<file path="config.mk">
export PLATFORM = sky130hd
export DESIGN_NAME = sacl_control
export DESIGN_NICKNAME = d
export VERILOG_FILES = /design/src/hdl/sacl_pkg.sv /design/src/hdl/sacl_control.sv
export SDC_FILE = /design/constraint.sdc
export NUM_CORES = 1
export LEC_CHECK = 0
export ABC_AREA = 1
export BUFFER_PORTS_ARGS = -buffer_cell sky130_fd_sc_hd__buf_2
export CAP_MARGIN = 5
export CORE_ASPECT_RATIO = 1.4
export CORE_UTILIZATION = 25
export DETAILED_ROUTE_END_ITERATION = 8
export MAX_ROUTING_LAYER = met4
export PLACE_DENSITY = 0.42
export SLEW_MARGIN = 10
export SYNTH_ARGS = -nofsm -noshare
export SYNTH_HDL_FRONTEND = slang
export SYNTH_SLANG_ARGS = --single-unit
</file>
<file path="constraint.sdc">
create_clock -name pclk -period 2.69 [get_ports pclk]
set_clock_uncertainty 0.2 [all_clocks]
set_input_delay 0.1345 -clock pclk [delete_from_list [all_inputs] [get_ports pclk]]
set_output_delay 0.1345 -clock pclk [all_outputs]
set_load 0.1 [all_outputs]
</file>
<file path="src/hdl/sacl_pkg.sv">
// shared constants and types for the converter control block
package sacl_pkg;
	// register byte offsets on the apb bus
	localparam logic [11:0] OFF_STATUS_CONTROL = 12'h000;
	localparam logic [11:0] OFF_RESULT_HIGH = 12'h004;
	localparam logic [11:0] OFF_RESULT_LOW = 12'h008;
	localparam logic [11:0] OFF_CLOCK_CONFIG = 12'h00c;
	// status and control field positions
	localparam int SCR_DONE_BIT = 7;
	localparam int SCR_IRQ_EN_BIT = 6;
	localparam int SCR_CONT_BIT = 5;
	localparam int SCR_CHAN_MSB = 4;
	// clock config field positions
	localparam int CFG_DIV_MSB = 7;
	localparam int CFG_DIV_LSB = 5;
	localparam int CFG_SRC_BIT = 4;
	localparam int CFG_FMT_MSB = 3;
	localparam int CFG_FMT_LSB = 2;
	// reset values
	localparam logic [4:0] CHAN_RESET = 5'h1f;
	localparam logic [7:0] CFG_RESET = 8'h04;
	// channel codes
	localparam logic [4:0] CH_EXT_LAST = 5'h17;
	localparam logic [4:0] CH_HIGH_REF = 5'h1d;
	localparam logic [4:0] CH_LOW_REF = 5'h1e;
	localparam logic [4:0] CH_POWER_OFF = 5'h1f;
	// conversion length in converter clock cycles
	localparam logic [4:0] CONV_MIN_CYC = 5'h10;
	localparam logic [4:0] CONV_MAX_CYC = 5'h11;
	// prescaler terminal counts
	localparam logic [3:0] DIV1_TERM = 4'h0;
	localparam logic [3:0] DIV2_TERM = 4'h1;
	localparam logic [3:0] DIV4_TERM = 4'h3;
	localparam logic [3:0] DIV8_TERM = 4'h7;
	localparam logic [3:0] DIV16_TERM = 4'hf;

	typedef enum logic [1:0] {
		FMT_TRUNC = 2'h0,
		FMT_RIGHT = 2'h1,
		FMT_LEFT = 2'h2,
		FMT_SIGNED = 2'h3
	} sacl_fmt_t;

	typedef enum logic {
		ST_IDLE = 1'b0,
		ST_CONV = 1'b1
	} sacl_state_t;

	// analog input routing handed to the converter core
	typedef struct packed {
		logic power_on;
		logic sel_ext;
		logic sel_high_ref;
		logic sel_low_ref;
		logic [4:0] channel;
	} sacl_route_t;
endpackage : sacl_pkg

</file>
<file path="src/hdl/sacl_control.sv">
// converter control logic: apb registers, clocking, sequencing, result formatting
//
// Decided for this implementation: the placing of the registers and register access over APB.
`timescale 1ns/1ps
module sacl_control #(
	parameter int ADDR_W = 12
) (
	// clock and reset
	input wire logic pclk,
	input wire logic presetn,
	// apb slave
	input wire logic psel,
	input wire logic penable,
	input wire logic pwrite,
	input wire logic [ADDR_W-1:0] paddr,
	input wire logic [31:0] pwdata,
	output logic [31:0] prdata,
	output logic pready,
	output logic pslverr,
	// oscillator clock, asynchronous to pclk
	input wire logic oscillator_out_clock,
	// system stop mode request
	input wire logic stop_mode,
	// converter core
	output logic core_conv_tick,
	output logic core_start,
	output sacl_pkg::sacl_route_t core_route,
	input wire logic [9:0] core_result,
	input wire logic core_done,
	// completion interrupt request
	output logic conv_irq
);

	// register state
	logic done_irq_enable;
	logic continuous_convert;
	logic [4:0] input_channel_select;
	logic [7:0] conv_clock_config;
	logic conversion_done_flag;
	logic rd_lock;
	logic [7:0] result_high;
	logic [7:0] result_low;
	sacl_pkg::sacl_state_t state;
	logic [3:0] pre_cnt;
	logic [4:0] tick_cnt;
	logic osc_meta;
	logic osc_sync;
	logic osc_prev;

	// next values
	sacl_pkg::sacl_state_t next_state;
	logic next_done_flag;
	logic next_irq;
	logic next_lock;
	logic [3:0] next_pre_cnt;
	logic [4:0] next_tick_cnt;

	// result placement for each format
	function automatic logic [15:0] format_result(input logic [9:0] r,
		input sacl_pkg::sacl_fmt_t f);
		logic [15:0] v;
		v = 16'h0000;
		case (f)
			sacl_pkg::FMT_TRUNC: v = {8'h00, r[9:2]};
			sacl_pkg::FMT_RIGHT: v = {6'h00, r[9:8], r[7:0]};
			sacl_pkg::FMT_LEFT: v = {r[9:2], r[1:0], 6'h00};
			default: v = {~r[9], r[8:2], r[1:0], 6'h00};
		endcase
		return v;
	endfunction : format_result

	// prescaler terminal count from the divide field
	function automatic logic [3:0] div_term(input logic [2:0] p);
		logic [3:0] t;
		t = sacl_pkg::DIV16_TERM;
		if (!p[2])
		begin
			case (p[1:0])
				2'h0: t = sacl_pkg::DIV1_TERM;
				2'h1: t = sacl_pkg::DIV2_TERM;
				2'h2: t = sacl_pkg::DIV4_TERM;
				default: t = sacl_pkg::DIV8_TERM;
			endcase
		end
		return t;
	endfunction : div_term

	// apb phase and address decode
	wire setup_ph = psel & ~penable;
	wire access_ph = psel & penable & pready;
	wire bus_wr = access_ph & pwrite;
	wire bus_rd = access_ph & ~pwrite;
	wire hit_scr = paddr == sacl_pkg::OFF_STATUS_CONTROL[ADDR_W-1:0];
	wire hit_hi = paddr == sacl_pkg::OFF_RESULT_HIGH[ADDR_W-1:0];
	wire hit_lo = paddr == sacl_pkg::OFF_RESULT_LOW[ADDR_W-1:0];
	wire hit_cfg = paddr == sacl_pkg::OFF_CLOCK_CONFIG[ADDR_W-1:0];
	wire hit_any = hit_scr | hit_hi | hit_lo | hit_cfg;
	wire scr_wr = bus_wr & hit_scr;
	wire cfg_wr = bus_wr & hit_cfg;
	wire hi_rd = bus_rd & hit_hi;
	wire lo_rd = bus_rd & hit_lo;
	wire data_rd = hi_rd | lo_rd;

	// configuration fields
	wire [2:0] prescale = conv_clock_config[sacl_pkg::CFG_DIV_MSB:sacl_pkg::CFG_DIV_LSB];
	wire conv_clock_source_sel = conv_clock_config[sacl_pkg::CFG_SRC_BIT];
	wire result_format_hi = conv_clock_config[sacl_pkg::CFG_FMT_MSB];
	wire result_format_lo = conv_clock_config[sacl_pkg::CFG_FMT_LSB];
	wire sacl_pkg::sacl_fmt_t fmt = sacl_pkg::sacl_fmt_t'({result_format_hi, result_format_lo});
	wire interlocked = fmt != sacl_pkg::FMT_TRUNC;
	wire powered_off = input_channel_select == sacl_pkg::CH_POWER_OFF;

	// done flag view: always zero while the interrupt is enabled
	wire done_view = conversion_done_flag & ~done_irq_enable;

	// read data mux
	wire [7:0] scr_view = {done_view, done_irq_enable, continuous_convert, input_channel_select};
	wire [7:0] rd_byte = hit_scr ? scr_view :
		hit_hi ? result_high :
		hit_lo ? result_low :
		hit_cfg ? conv_clock_config : 8'h00;

	// converter clock: input clock select then prescale
	wire osc_rise = osc_sync & ~osc_prev;
	wire in_tick = conv_clock_source_sel ? 1'b1 : osc_rise;
	wire [3:0] term = div_term(prescale);
	wire conv_tick = in_tick & (pre_cnt >= term);

	// conversion sequencing
	wire [4:0] wr_chan = pwdata[sacl_pkg::SCR_CHAN_MSB:0];
	wire start_req = scr_wr & (wr_chan != sacl_pkg::CH_POWER_OFF) & ~stop_mode;
	wire converting = state == sacl_pkg::ST_CONV;
	// the core sees each tick a cycle late, so wait one tick past its longest conversion
	wire last_tick = conv_tick & (tick_cnt == sacl_pkg::CONV_MAX_CYC);
	// the core's strobe ends a conversion; the cycle limit guards a silent core
	wire finish = converting & (core_done | last_tick);
	// a rewrite of scr with a channel other than power-off during a conversion discards it and starts afresh
	wire done_evt = finish & ~start_req & ~stop_mode;
	wire restart = done_evt & continuous_convert & ~powered_off;
	wire store = done_evt & ~(rd_lock & interlocked);
	// unused channel codes pass the core's result through unchecked
	wire [15:0] fmt_word = format_result(core_result, fmt);

	// next state of the sequencer
	always_comb
	begin
		next_state = state;
		if (stop_mode)
			next_state = sacl_pkg::ST_IDLE;
		else if (start_req)
			next_state = sacl_pkg::ST_CONV;
		else if (done_evt)
			next_state = restart ? sacl_pkg::ST_CONV : sacl_pkg::ST_IDLE;
	end

	// converter cycle counter within one conversion
	always_comb
	begin
		next_tick_cnt = tick_cnt;
		if (stop_mode || start_req || restart || !converting)
			next_tick_cnt = 5'h00;
		else if (conv_tick)
			next_tick_cnt = tick_cnt + 5'h01;
	end

	// prescaler counter
	always_comb
	begin
		next_pre_cnt = pre_cnt;
		if (stop_mode)
			next_pre_cnt = 4'h0;
		else if (in_tick)
			next_pre_cnt = conv_tick ? 4'h0 : pre_cnt + 4'h1;
	end

	// flags: a set in the same cycle as a clear wins
	always_comb
	begin
		next_done_flag = conversion_done_flag;
		if (done_irq_enable)
			next_done_flag = 1'b0;
		else if (done_evt)
			next_done_flag = 1'b1;
		else if (data_rd)
			next_done_flag = 1'b0;
		next_irq = (done_evt & done_irq_enable) | (conv_irq & ~(data_rd | scr_wr));
	end

	// read interlock between high and low result
	always_comb
	begin
		next_lock = rd_lock;
		if (!interlocked)
			next_lock = 1'b0;
		else if (lo_rd)
			next_lock = 1'b0;
		else if (hi_rd)
			next_lock = 1'b1;
	end

	// apb response, registered so outputs come from flops
	always_ff @(posedge pclk or negedge presetn)
	begin
		if (!presetn)
		begin
			pready <= 1'b0;
			prdata <= 32'h0000_0000;
			pslverr <= 1'b0;
		end
		else
		begin
			pready <= setup_ph;
			prdata <= setup_ph ? {24'h00_0000, rd_byte} : 32'h0000_0000;
			pslverr <= setup_ph & ~hit_any;
		end
	end

	// status and control register; the done flag bit of a write is dropped
	always_ff @(posedge pclk or negedge presetn)
	begin
		if (!presetn)
		begin
			done_irq_enable <= 1'b0;
			continuous_convert <= 1'b0;
			input_channel_select <= sacl_pkg::CHAN_RESET;
		end
		else if (scr_wr)
		begin
			done_irq_enable <= pwdata[sacl_pkg::SCR_IRQ_EN_BIT];
			continuous_convert <= pwdata[sacl_pkg::SCR_CONT_BIT];
			input_channel_select <= wr_chan;
		end
	end

	// clock config register; the two low bits are reserved and read zero
	always_ff @(posedge pclk or negedge presetn)
	begin
		if (!presetn)
			conv_clock_config <= sacl_pkg::CFG_RESET;
		else if (cfg_wr)
			conv_clock_config <= {pwdata[7:2], 2'h0};
	end

	// oscillator clock synchroniser and edge history
	always_ff @(posedge pclk or negedge presetn)
	begin
		if (!presetn)
		begin
			osc_meta <= 1'b0;
			osc_sync <= 1'b0;
			osc_prev <= 1'b0;
		end
		else
		begin
			osc_meta <= oscillator_out_clock;
			osc_sync <= osc_meta;
			osc_prev <= osc_sync;
		end
	end

	// sequencer and counters
	always_ff @(posedge pclk or negedge presetn)
	begin
		if (!presetn)
		begin
			state <= sacl_pkg::ST_IDLE;
			tick_cnt <= 5'h00;
			pre_cnt <= 4'h0;
		end
		else
		begin
			state <= next_state;
			tick_cnt <= next_tick_cnt;
			pre_cnt <= next_pre_cnt;
		end
	end

	// flags and interlock
	always_ff @(posedge pclk or negedge presetn)
	begin
		if (!presetn)
		begin
			conversion_done_flag <= 1'b0;
			conv_irq <= 1'b0;
			rd_lock <= 1'b0;
		end
		else
		begin
			conversion_done_flag <= next_done_flag;
			conv_irq <= next_irq;
			rd_lock <= next_lock;
		end
	end

	// result storage; new results overwrite unread data except while a high read holds the interlock
	always_ff @(posedge pclk or negedge presetn)
	begin
		if (!presetn)
		begin
			result_high <= 8'h00;
			result_low <= 8'h00;
		end
		else if (store)
		begin
			result_high <= fmt_word[15:8];
			result_low <= fmt_word[7:0];
		end
	end

	// core drive: tick, start pulse and routing
	always_ff @(posedge pclk or negedge presetn)
	begin
		if (!presetn)
		begin
			core_conv_tick <= 1'b0;
			core_start <= 1'b0;
			core_route <= '0;
		end
		else
		begin
			core_conv_tick <= conv_tick & converting;
			core_start <= start_req | restart;
			core_route.power_on <= ~powered_off & ~stop_mode;
			core_route.sel_ext <= input_channel_select <= sacl_pkg::CH_EXT_LAST;
			core_route.sel_high_ref <= input_channel_select == sacl_pkg::CH_HIGH_REF;
			core_route.sel_low_ref <= input_channel_select == sacl_pkg::CH_LOW_REF;
			core_route.channel <= input_channel_select;
		end
	end

	// checks on the sequencing and register behaviour
	chk_flag_set: assert property (@(posedge pclk) disable iff (!presetn)
		done_evt && !done_irq_enable |=> conversion_done_flag)
		else $error("done flag not set after conversion");
	chk_flag_hold: assert property (@(posedge pclk) disable iff (!presetn)
		conversion_done_flag && !done_irq_enable && !data_rd && !scr_wr |=> conversion_done_flag)
		else $error("done flag dropped without data read");
	chk_flag_zero: assert property (@(posedge pclk) disable iff (!presetn)
		done_irq_enable |-> !done_view)
		else $error("done flag visible with irq enabled");
	chk_irq_raise: assert property (@(posedge pclk) disable iff (!presetn)
		done_evt && done_irq_enable |=> conv_irq)
		else $error("irq not raised after conversion");
	chk_irq_clear: assert property (@(posedge pclk) disable iff (!presetn)
		(data_rd || scr_wr) && !done_evt |=> !conv_irq)
		else $error("irq not cleared by access");
	chk_single_idle: assert property (@(posedge pclk) disable iff (!presetn)
		done_evt && !continuous_convert && !start_req |=> state == sacl_pkg::ST_IDLE)
		else $error("single conversion did not stop");
	chk_conv_bound: assert property (@(posedge pclk) disable iff (!presetn)
		converting |-> tick_cnt <= sacl_pkg::CONV_MAX_CYC)
		else $error("conversion ran past cycle limit");
	chk_power_off: assert property (@(posedge pclk) disable iff (!presetn)
		powered_off && $past(powered_off) |-> !core_route.power_on && !core_start)
		else $error("converter powered while channel off");
	chk_lock_hold: assert property (@(posedge pclk) disable iff (!presetn)
		rd_lock && interlocked && !lo_rd |=> $stable(result_low))
		else $error("low result changed while locked");
	chk_trunc_high: assert property (@(posedge pclk) disable iff (!presetn)
		store && fmt == sacl_pkg::FMT_TRUNC |=> result_high == 8'h00)
		else $error("high result nonzero in truncation");
	chk_stop_idle: assert property (@(posedge pclk) disable iff (!presetn)
		stop_mode |=> state == sacl_pkg::ST_IDLE && !core_start)
		else $error("sequencer active in stop mode");

	// main scenarios
	cov_irq_done: cover property (@(posedge pclk) disable iff (!presetn)
		done_evt && done_irq_enable);
	cov_cont_twice: cover property (@(posedge pclk) disable iff (!presetn)
		restart ##[1:400] restart);
	cov_lock_drop: cover property (@(posedge pclk) disable iff (!presetn)
		done_evt && rd_lock && interlocked);
	cov_stop_abort: cover property (@(posedge pclk) disable iff (!presetn)
		converting && stop_mode);

endmodule : sacl_control

</file>
**Word level (Yosys, flattened, before mapping)**

Cells that the tools add are included.
Widths: inputs -> output; s select.

- Memory bits (writable): 0
- Output and inout bits: 46
- Bits in read-only memories: 0
- Register bits: 66
- Word-level logic and storage cells: 124
- Memories kept: 0
- Latch bits: 0

- Reductions and logical operators: 12
- Eq/ne operators: 13
- Add/sub/neg operators: 2
- $lt $le $gt $ge: 2
- Div/mod/pow operators: 0
- Multiply operators: 0
- Shift operators: 0
- Bitwise operators: 46
- Multiplexer cells: 24

Operators with widths:

| operator | number |
|---|---|
| $pmux 16 s3 | 1 |
| $mux 8 | 5 |
| $and 1x1->1 | 27 |
| $eq 12x4->1 const B | 2 |
| $eq 5x5->1 const B | 4 |
| $mux 4 | 4 |
| $eq 12x3->1 const B | 1 |
| $logic_not 12->1 | 1 |
| $mux 1 | 11 |
| $not 1->1 | 11 |
| $mux 5 | 2 |
| $pmux 3 s3 | 1 |
| $or 1x1->1 | 8 |
| $reduce_bool 2->1 | 3 |
| $reduce_bool 3->1 | 2 |
| $add 5x1->5 const B | 1 |
| $le 5x5->1 const B | 1 |
| $ne 5x5->1 const B | 1 |
| $add 4x1->4 const B | 1 |
| $eq 2x1->1 const B | 2 |
| $eq 2x2->1 const B | 2 |
| $ge 4x4->1 | 1 |
| $logic_not 2->1 | 2 |
| $logic_or 1x1->1 | 3 |
| other kinds (2) | 2 |

**Logic depth before layout (Yosys ltp)**

- Depth in word-level cells: 16
- Depth in mapped cells: 15

**Least setup slack after synthesis**

OpenSTA, ideal clock, no wires.

- Path type: register -> register
- Start: register pready
- End: register result_low[6]
- Stages on the path, launching flop included: 9
- Setup time: 0.117 ns
- Arrival: 1.932 ns
- Path slack: 0.441 ns
- Cell sequence: dfrtp_1 > nand3_1 > nor2_2 > nand4_2 > nand2_4 > inv_4 > buf_2 > nand4_1 > nand2_1

- Cells in the longest elaborated chain, start to end: 9

Ends and longest elaborated chain:

| element | line | text |
|---|---|---|
| start, declared | sacl_control.sv:18 | `output logic pready,` |
| start signal, assigned | sacl_control.sv:212 | `pready <= setup_ph;` |
| $and 1x1->1 | sacl_control.sv:90 | `wire access_ph = psel & penable & pready;` |
| $and 1x1->1 | sacl_control.sv:91 | `wire bus_wr = access_ph & pwrite;` |
| $and 1x1->1 | sacl_control.sv:98 | `wire scr_wr = bus_wr & hit_scr;` |
| $and 1x1->1 (2 in a row) | sacl_control.sv:131 | `wire start_req = scr_wr & (wr_chan != sacl_pkg::CH_POWER_OFF) & ~stop_mode;` |
| $not 1->1 | sacl_control.sv:138 | `wire done_evt = finish & ~start_req & ~stop_mode;` |
| $and 1x1->1 (2 in a row) | sacl_control.sv:138 |  |
| $and 1x1->1 | sacl_control.sv:140 | `wire store = done_evt & ~(rd_lock & interlocked);` |
| end signal, assigned | sacl_control.sv:306 | `result_low <= fmt_word[7:0];` |
| end, declared | sacl_control.sv:42 | `logic [7:0] result_low;` |

Every way passes these cells.
A chain may end at the register's enable or synchronous reset.

**Final worst setup path**

- Start: register conv_clock_config[7]
- End: register result_high[3]

- Cells in the longest elaborated chain, start to end: 9

Ends and longest elaborated chain:

| element | line | text |
|---|---|---|
| start, declared | sacl_control.sv:38 | `logic [7:0] conv_clock_config;` |
| start signal, assigned | sacl_control.sv:239 | `conv_clock_config <= sacl_pkg::CFG_RESET;` |
| start signal, assigned | sacl_control.sv:241 | `conv_clock_config <= {pwdata[7:2], 2'h0};` |
| $mux 4 | sacl_control.sv:76 | `if (!p[2])` |
| $ge 4x4->1 | sacl_control.sv:127 | `wire conv_tick = in_tick & (pre_cnt >= term);` |
| $and 1x1->1 | sacl_control.sv:127 |  |
| $and 1x1->1 | sacl_control.sv:134 | `wire last_tick = conv_tick & (tick_cnt == sacl_pkg::CONV_MAX_CYC);` |
| $or 1x1->1 | sacl_control.sv:136 | `wire finish = converting & (core_done \| last_tick);` |
| $and 1x1->1 | sacl_control.sv:136 |  |
| $and 1x1->1 (2 in a row) | sacl_control.sv:138 |  |
| $and 1x1->1 | sacl_control.sv:140 |  |
| end signal, assigned | sacl_control.sv:305 | `result_high <= fmt_word[15:8];` |
| end, declared | sacl_control.sv:41 | `logic [7:0] result_high;` |

Every way passes these cells.

==> key figures <==
Run status
  – Status: completed

Placement
  – # port buffers: 59
  – GPL Wtd Cong: 0.899
  – Placed instance count: 656
  – Dpl hpwl: 6.89 mm

Timing
  – Max-slew violation count: 0
  – Post-Route Setup TNS: 0 ns
  – Final Critical Period: 2.32 ns
  – Fin Hold WS: 0.0323 ns
  – Worst-Margin Slew: 0.665 ns
  – Fmax: 431 MHz
  – RSZ-0062 raised after global routing: false
  – Final setup violation count: 0
  – Slew HR: 55.7%
  – Fin crit share: 86.3%
  – Final Hold Viols: 0

Power and ir drop
  – Combinational share of power: 11.9%
  – Leakage: 2.29 nW
  – Sw power: 0.000719 W
  – Sequential Power Share: 38.7%
  – Worst VDD drop: 235 uV
  – Int Pwr: 0.00188 W
  – Pwr Density: 586 nW/um^2
  – Switching portion of total power: 27.6%
  – Clock power share: 49.3%

Critical path
  – WP depth: 10
  – Arrival time at the worst endpoint: 2.38 ns
  – CP endpoint kind: register
  – Critical path fanouts, max: 16
  – CP required: 2.75 ns
  – RR Endpoint: result_high[3]$_DFFE_PN0P_
  – Critical-path cell list: nor2_1 -> nand2_1 -> ha_1 -> nand4_1 -> nand3_2 -> nand3_1 -> nand2_1 -> buf_4 -> nand4_1 -> nand2_1
  – R2R cell count: 10
  – Crit path buf inv count: 1
  – WS Path Type: reg -> reg
  – Crit. Startpoint: conv_clock_config[7]$_DFFE_PN0P_
  – Setup crit end: result_high[3]$_DFFE_PN0P_
  – Startpoint of the worst register-to-register path: conv_clock_config[7]$_DFFE_PN0P_
  – CP top delay family: simple AND/OR/NAND/NOR gates
  – Crit path max-delay cell type: dfrtp_1
  – Type of origin of the critical path: register
  – Most common cell on crit path: nand2_1
  – Reg2reg setup slack: 0.37 ns
  – CP peak stage delay: 0.42 ns

Layout
  – Fin util: 32.9%
  – Most frequent cells in the layout: 96 x nand2_1, 61 x inv_1, 60 x dfrtp_1
  – Commonest non-fill, non-tap cell in the layout: nand2_1
  – Layout cells sized above 1: 20.2%
  – Ant. Diodes: 0
  – Layout Area Growth over Synthesis: 26.5%
  – Fin cells: 693
  – Total Nets Final: 575

Clock tree
  – H-tree depth: 3
  – Clock tree buffer depth: 2
  – Root buf cell: clkbuf_16
  – Clock-pin slew on the worst setup and hold paths: 0.06 ns
  – Clock Latency Late Sink: 0.33 ns
  – CTS buffer count: 9
  – Clock sink count: 66
  – TritonCTS clock tree: built

Route
  – Routed WL per cell: 12.8 microns
  – Routed vias/inst: 4.24
  – TritonRoute pass-1 iters: 7
  – Starting DRT DRC Count: 161
  – Final WL: 8.90 mm
  – Total number of vias: 2941
  – DRC: 0
  – ANT nets after route: 0

Global route
  – Vias in the first global route: 2805
  – Initial antenna violation count: 0
  – Grt total ovfl: 0
  – First-pass GRT wire length: 14.4 mm
  – Largest net degree at the start of global routing: 41
  – Gr usage total: 13.6%

Synthesis
  – Post-Synthesis Cell Area: 3510 sq um
  – Gate Count Post-Synth: 425
  – Area share of the largest cell type after synthesis: 42.8%
  – Yosys synthesis warning count: 0
  – Syn_area_per_cell: 8.26 sq um
  – Seq cells post-synth: 66
  – Sequential share of the synthesized area: 47.2%
  – Unique cell type count in the Yosys netlist: 38
  – Leading post-synthesis cells by cell area: dfrtp_1 43%, nand2_1 10%, inv_1 6.5%, buf_4 5.6%, nand3_1 4.7%
  – Synth area leader: dfrtp_1

Floorplanning
  – Die area: 14500 sq um
  – Die H: 142 microns
  – IO Count: 108
  – Core Region: 13500 sq um
  – Site Rows: 50
  – Starting density of the core: 26.0%
  – Die W: 102 microns

Job
  – MaxCap Viol Count: 0

Min path
  – HP Class: in -> reg
## through the flow
step                      setup WS, ns  area, sq um  total power, W
after global placement           0.434         3910         0.00131
after detailed placement         0.368         3910         0.00132
after global routing             0.170         4440         0.00271
final                            0.369         4440         0.00260
after CTS                        0.338         4440         0.00264
after floorplan                  0.441         3600         0.00127
## synth_stat cells, drive strengths merged
cell and count:
nor2 21, dfrtp 60, nand2 101, xor2 3, nor4 3, o2111ai 1
o211ai 3, inv 65, o22ai 7, a21o 1, buf 35, nor3 7
ha 7, o21bai 1, a21oi 6, a31oi 5, dfstp 6, nand3 35
o221ai 2, conb 1, o32ai 1, clkbuf 1, nand4 23, o21ai 30
## flip-flops by register name (all words and copies together), names as in the netlist
| name | cells |
|---|---|
| conv_irq | 1 |
| input_channel_select | 5 |
| osc_sync | 1 |
| core_conv_tick | 1 |
| rd_lock | 1 |
| done_irq_enable | 1 |
| pready | 1 |
| osc_prev | 1 |
| core_start | 1 |
| core_route | 9 |
| result_low | 8 |
| pre_cnt | 4 |
| osc_meta | 1 |
| conv_clock_config | 6 |
| conversion_done_flag | 1 |
| result_high | 8 |
| converting | 1 |
| pslverr | 1 |
| continuous_convert | 1 |
| prdata | 8 |
| tick_cnt | 5 |
## power groups by stage
stage	registers (W)	clock network [W]	logic, W
2_1_floorplan	0.00105	0	0.000220
3_3_place_gp	0.00103	0	0.000288
3_5_place_dp	0.00103	0	0.000290
4_1_cts	0.00101	0.00132	0.000314
5_1_grt	0.00101	0.00137	0.000334
6_report	0.00101	0.00128	0.000311
## worst min-delay path, delay by kind of cell
family / cells / cell delay, ns
AO/OA/AOI/OAI: 1 / 0.08
AND/OR/NAND/NOR: 2 / 0.14
buffers and inverters: 2 / 0.17
## area by class of cell
type                            instances  area [sq um]
Multi-Input combinational cell        281          1440
Sequential cell                        66          1660
Tap cell                              182           228
Clock buffer                            9           225
Clock inverter                          7           100
Fill cell                            1458          9070
Timing Repair Buffer                   83           541
Inverter                               65           246
## timing repair
| action | in CTS | in global routing |
|---|---|---|
| hold endpoints to repair | 50 | 0 |
| setup buffers | 0 | 0 |
| resized for setup | 0 | 0 |
| hold buffers | 21 | 0 |
## logic make-up after synthesis
family                     count (synthesis)  synth area share [%]
AOI/OAI and AO/OA                         57                  9.65
xor gates and xnor gates                   3                 0.748
and+or+nand+nor                          190                  25.6
adders and majority gates                  7                  2.49
buffers and inverters                    101                  14.1
DFF                                       66                  47.2
other                                      1                 0.107
## routing by layer
layer,up-vias,share of wire [%],track usage [%],wire (microns)
li1,1513,-,-,-
met1,1325,43,15.7,3800
met2,89,51,23.0,4570
met3,14,4.0,2.21,356
met4,0,2.0,6.17,177
met5,-,0,-,0
## how the worst min path moves through the flow
stage	slack, ns	cells past startpoint	from	endpoint
6_report	0.03	5	core_result[0]	result_low[0]$_DFFE_PN0P_
5_1_grt	0.07	5	core_result[0]	result_low[0]$_DFFE_PN0P_
4_1_cts	0.02	5	core_result[0]	result_low[0]$_DFFE_PN0P_
3_5_place_dp	0.01	1	presetn	osc_meta$_DFF_PN0_
3_3_place_gp	0.01	1	presetn	osc_meta$_DFF_PN0_
2_1_floorplan	-0.36	0	presetn	continuous_convert$_DFFE_PN0P_
Power figures use the tool's default switching activity.
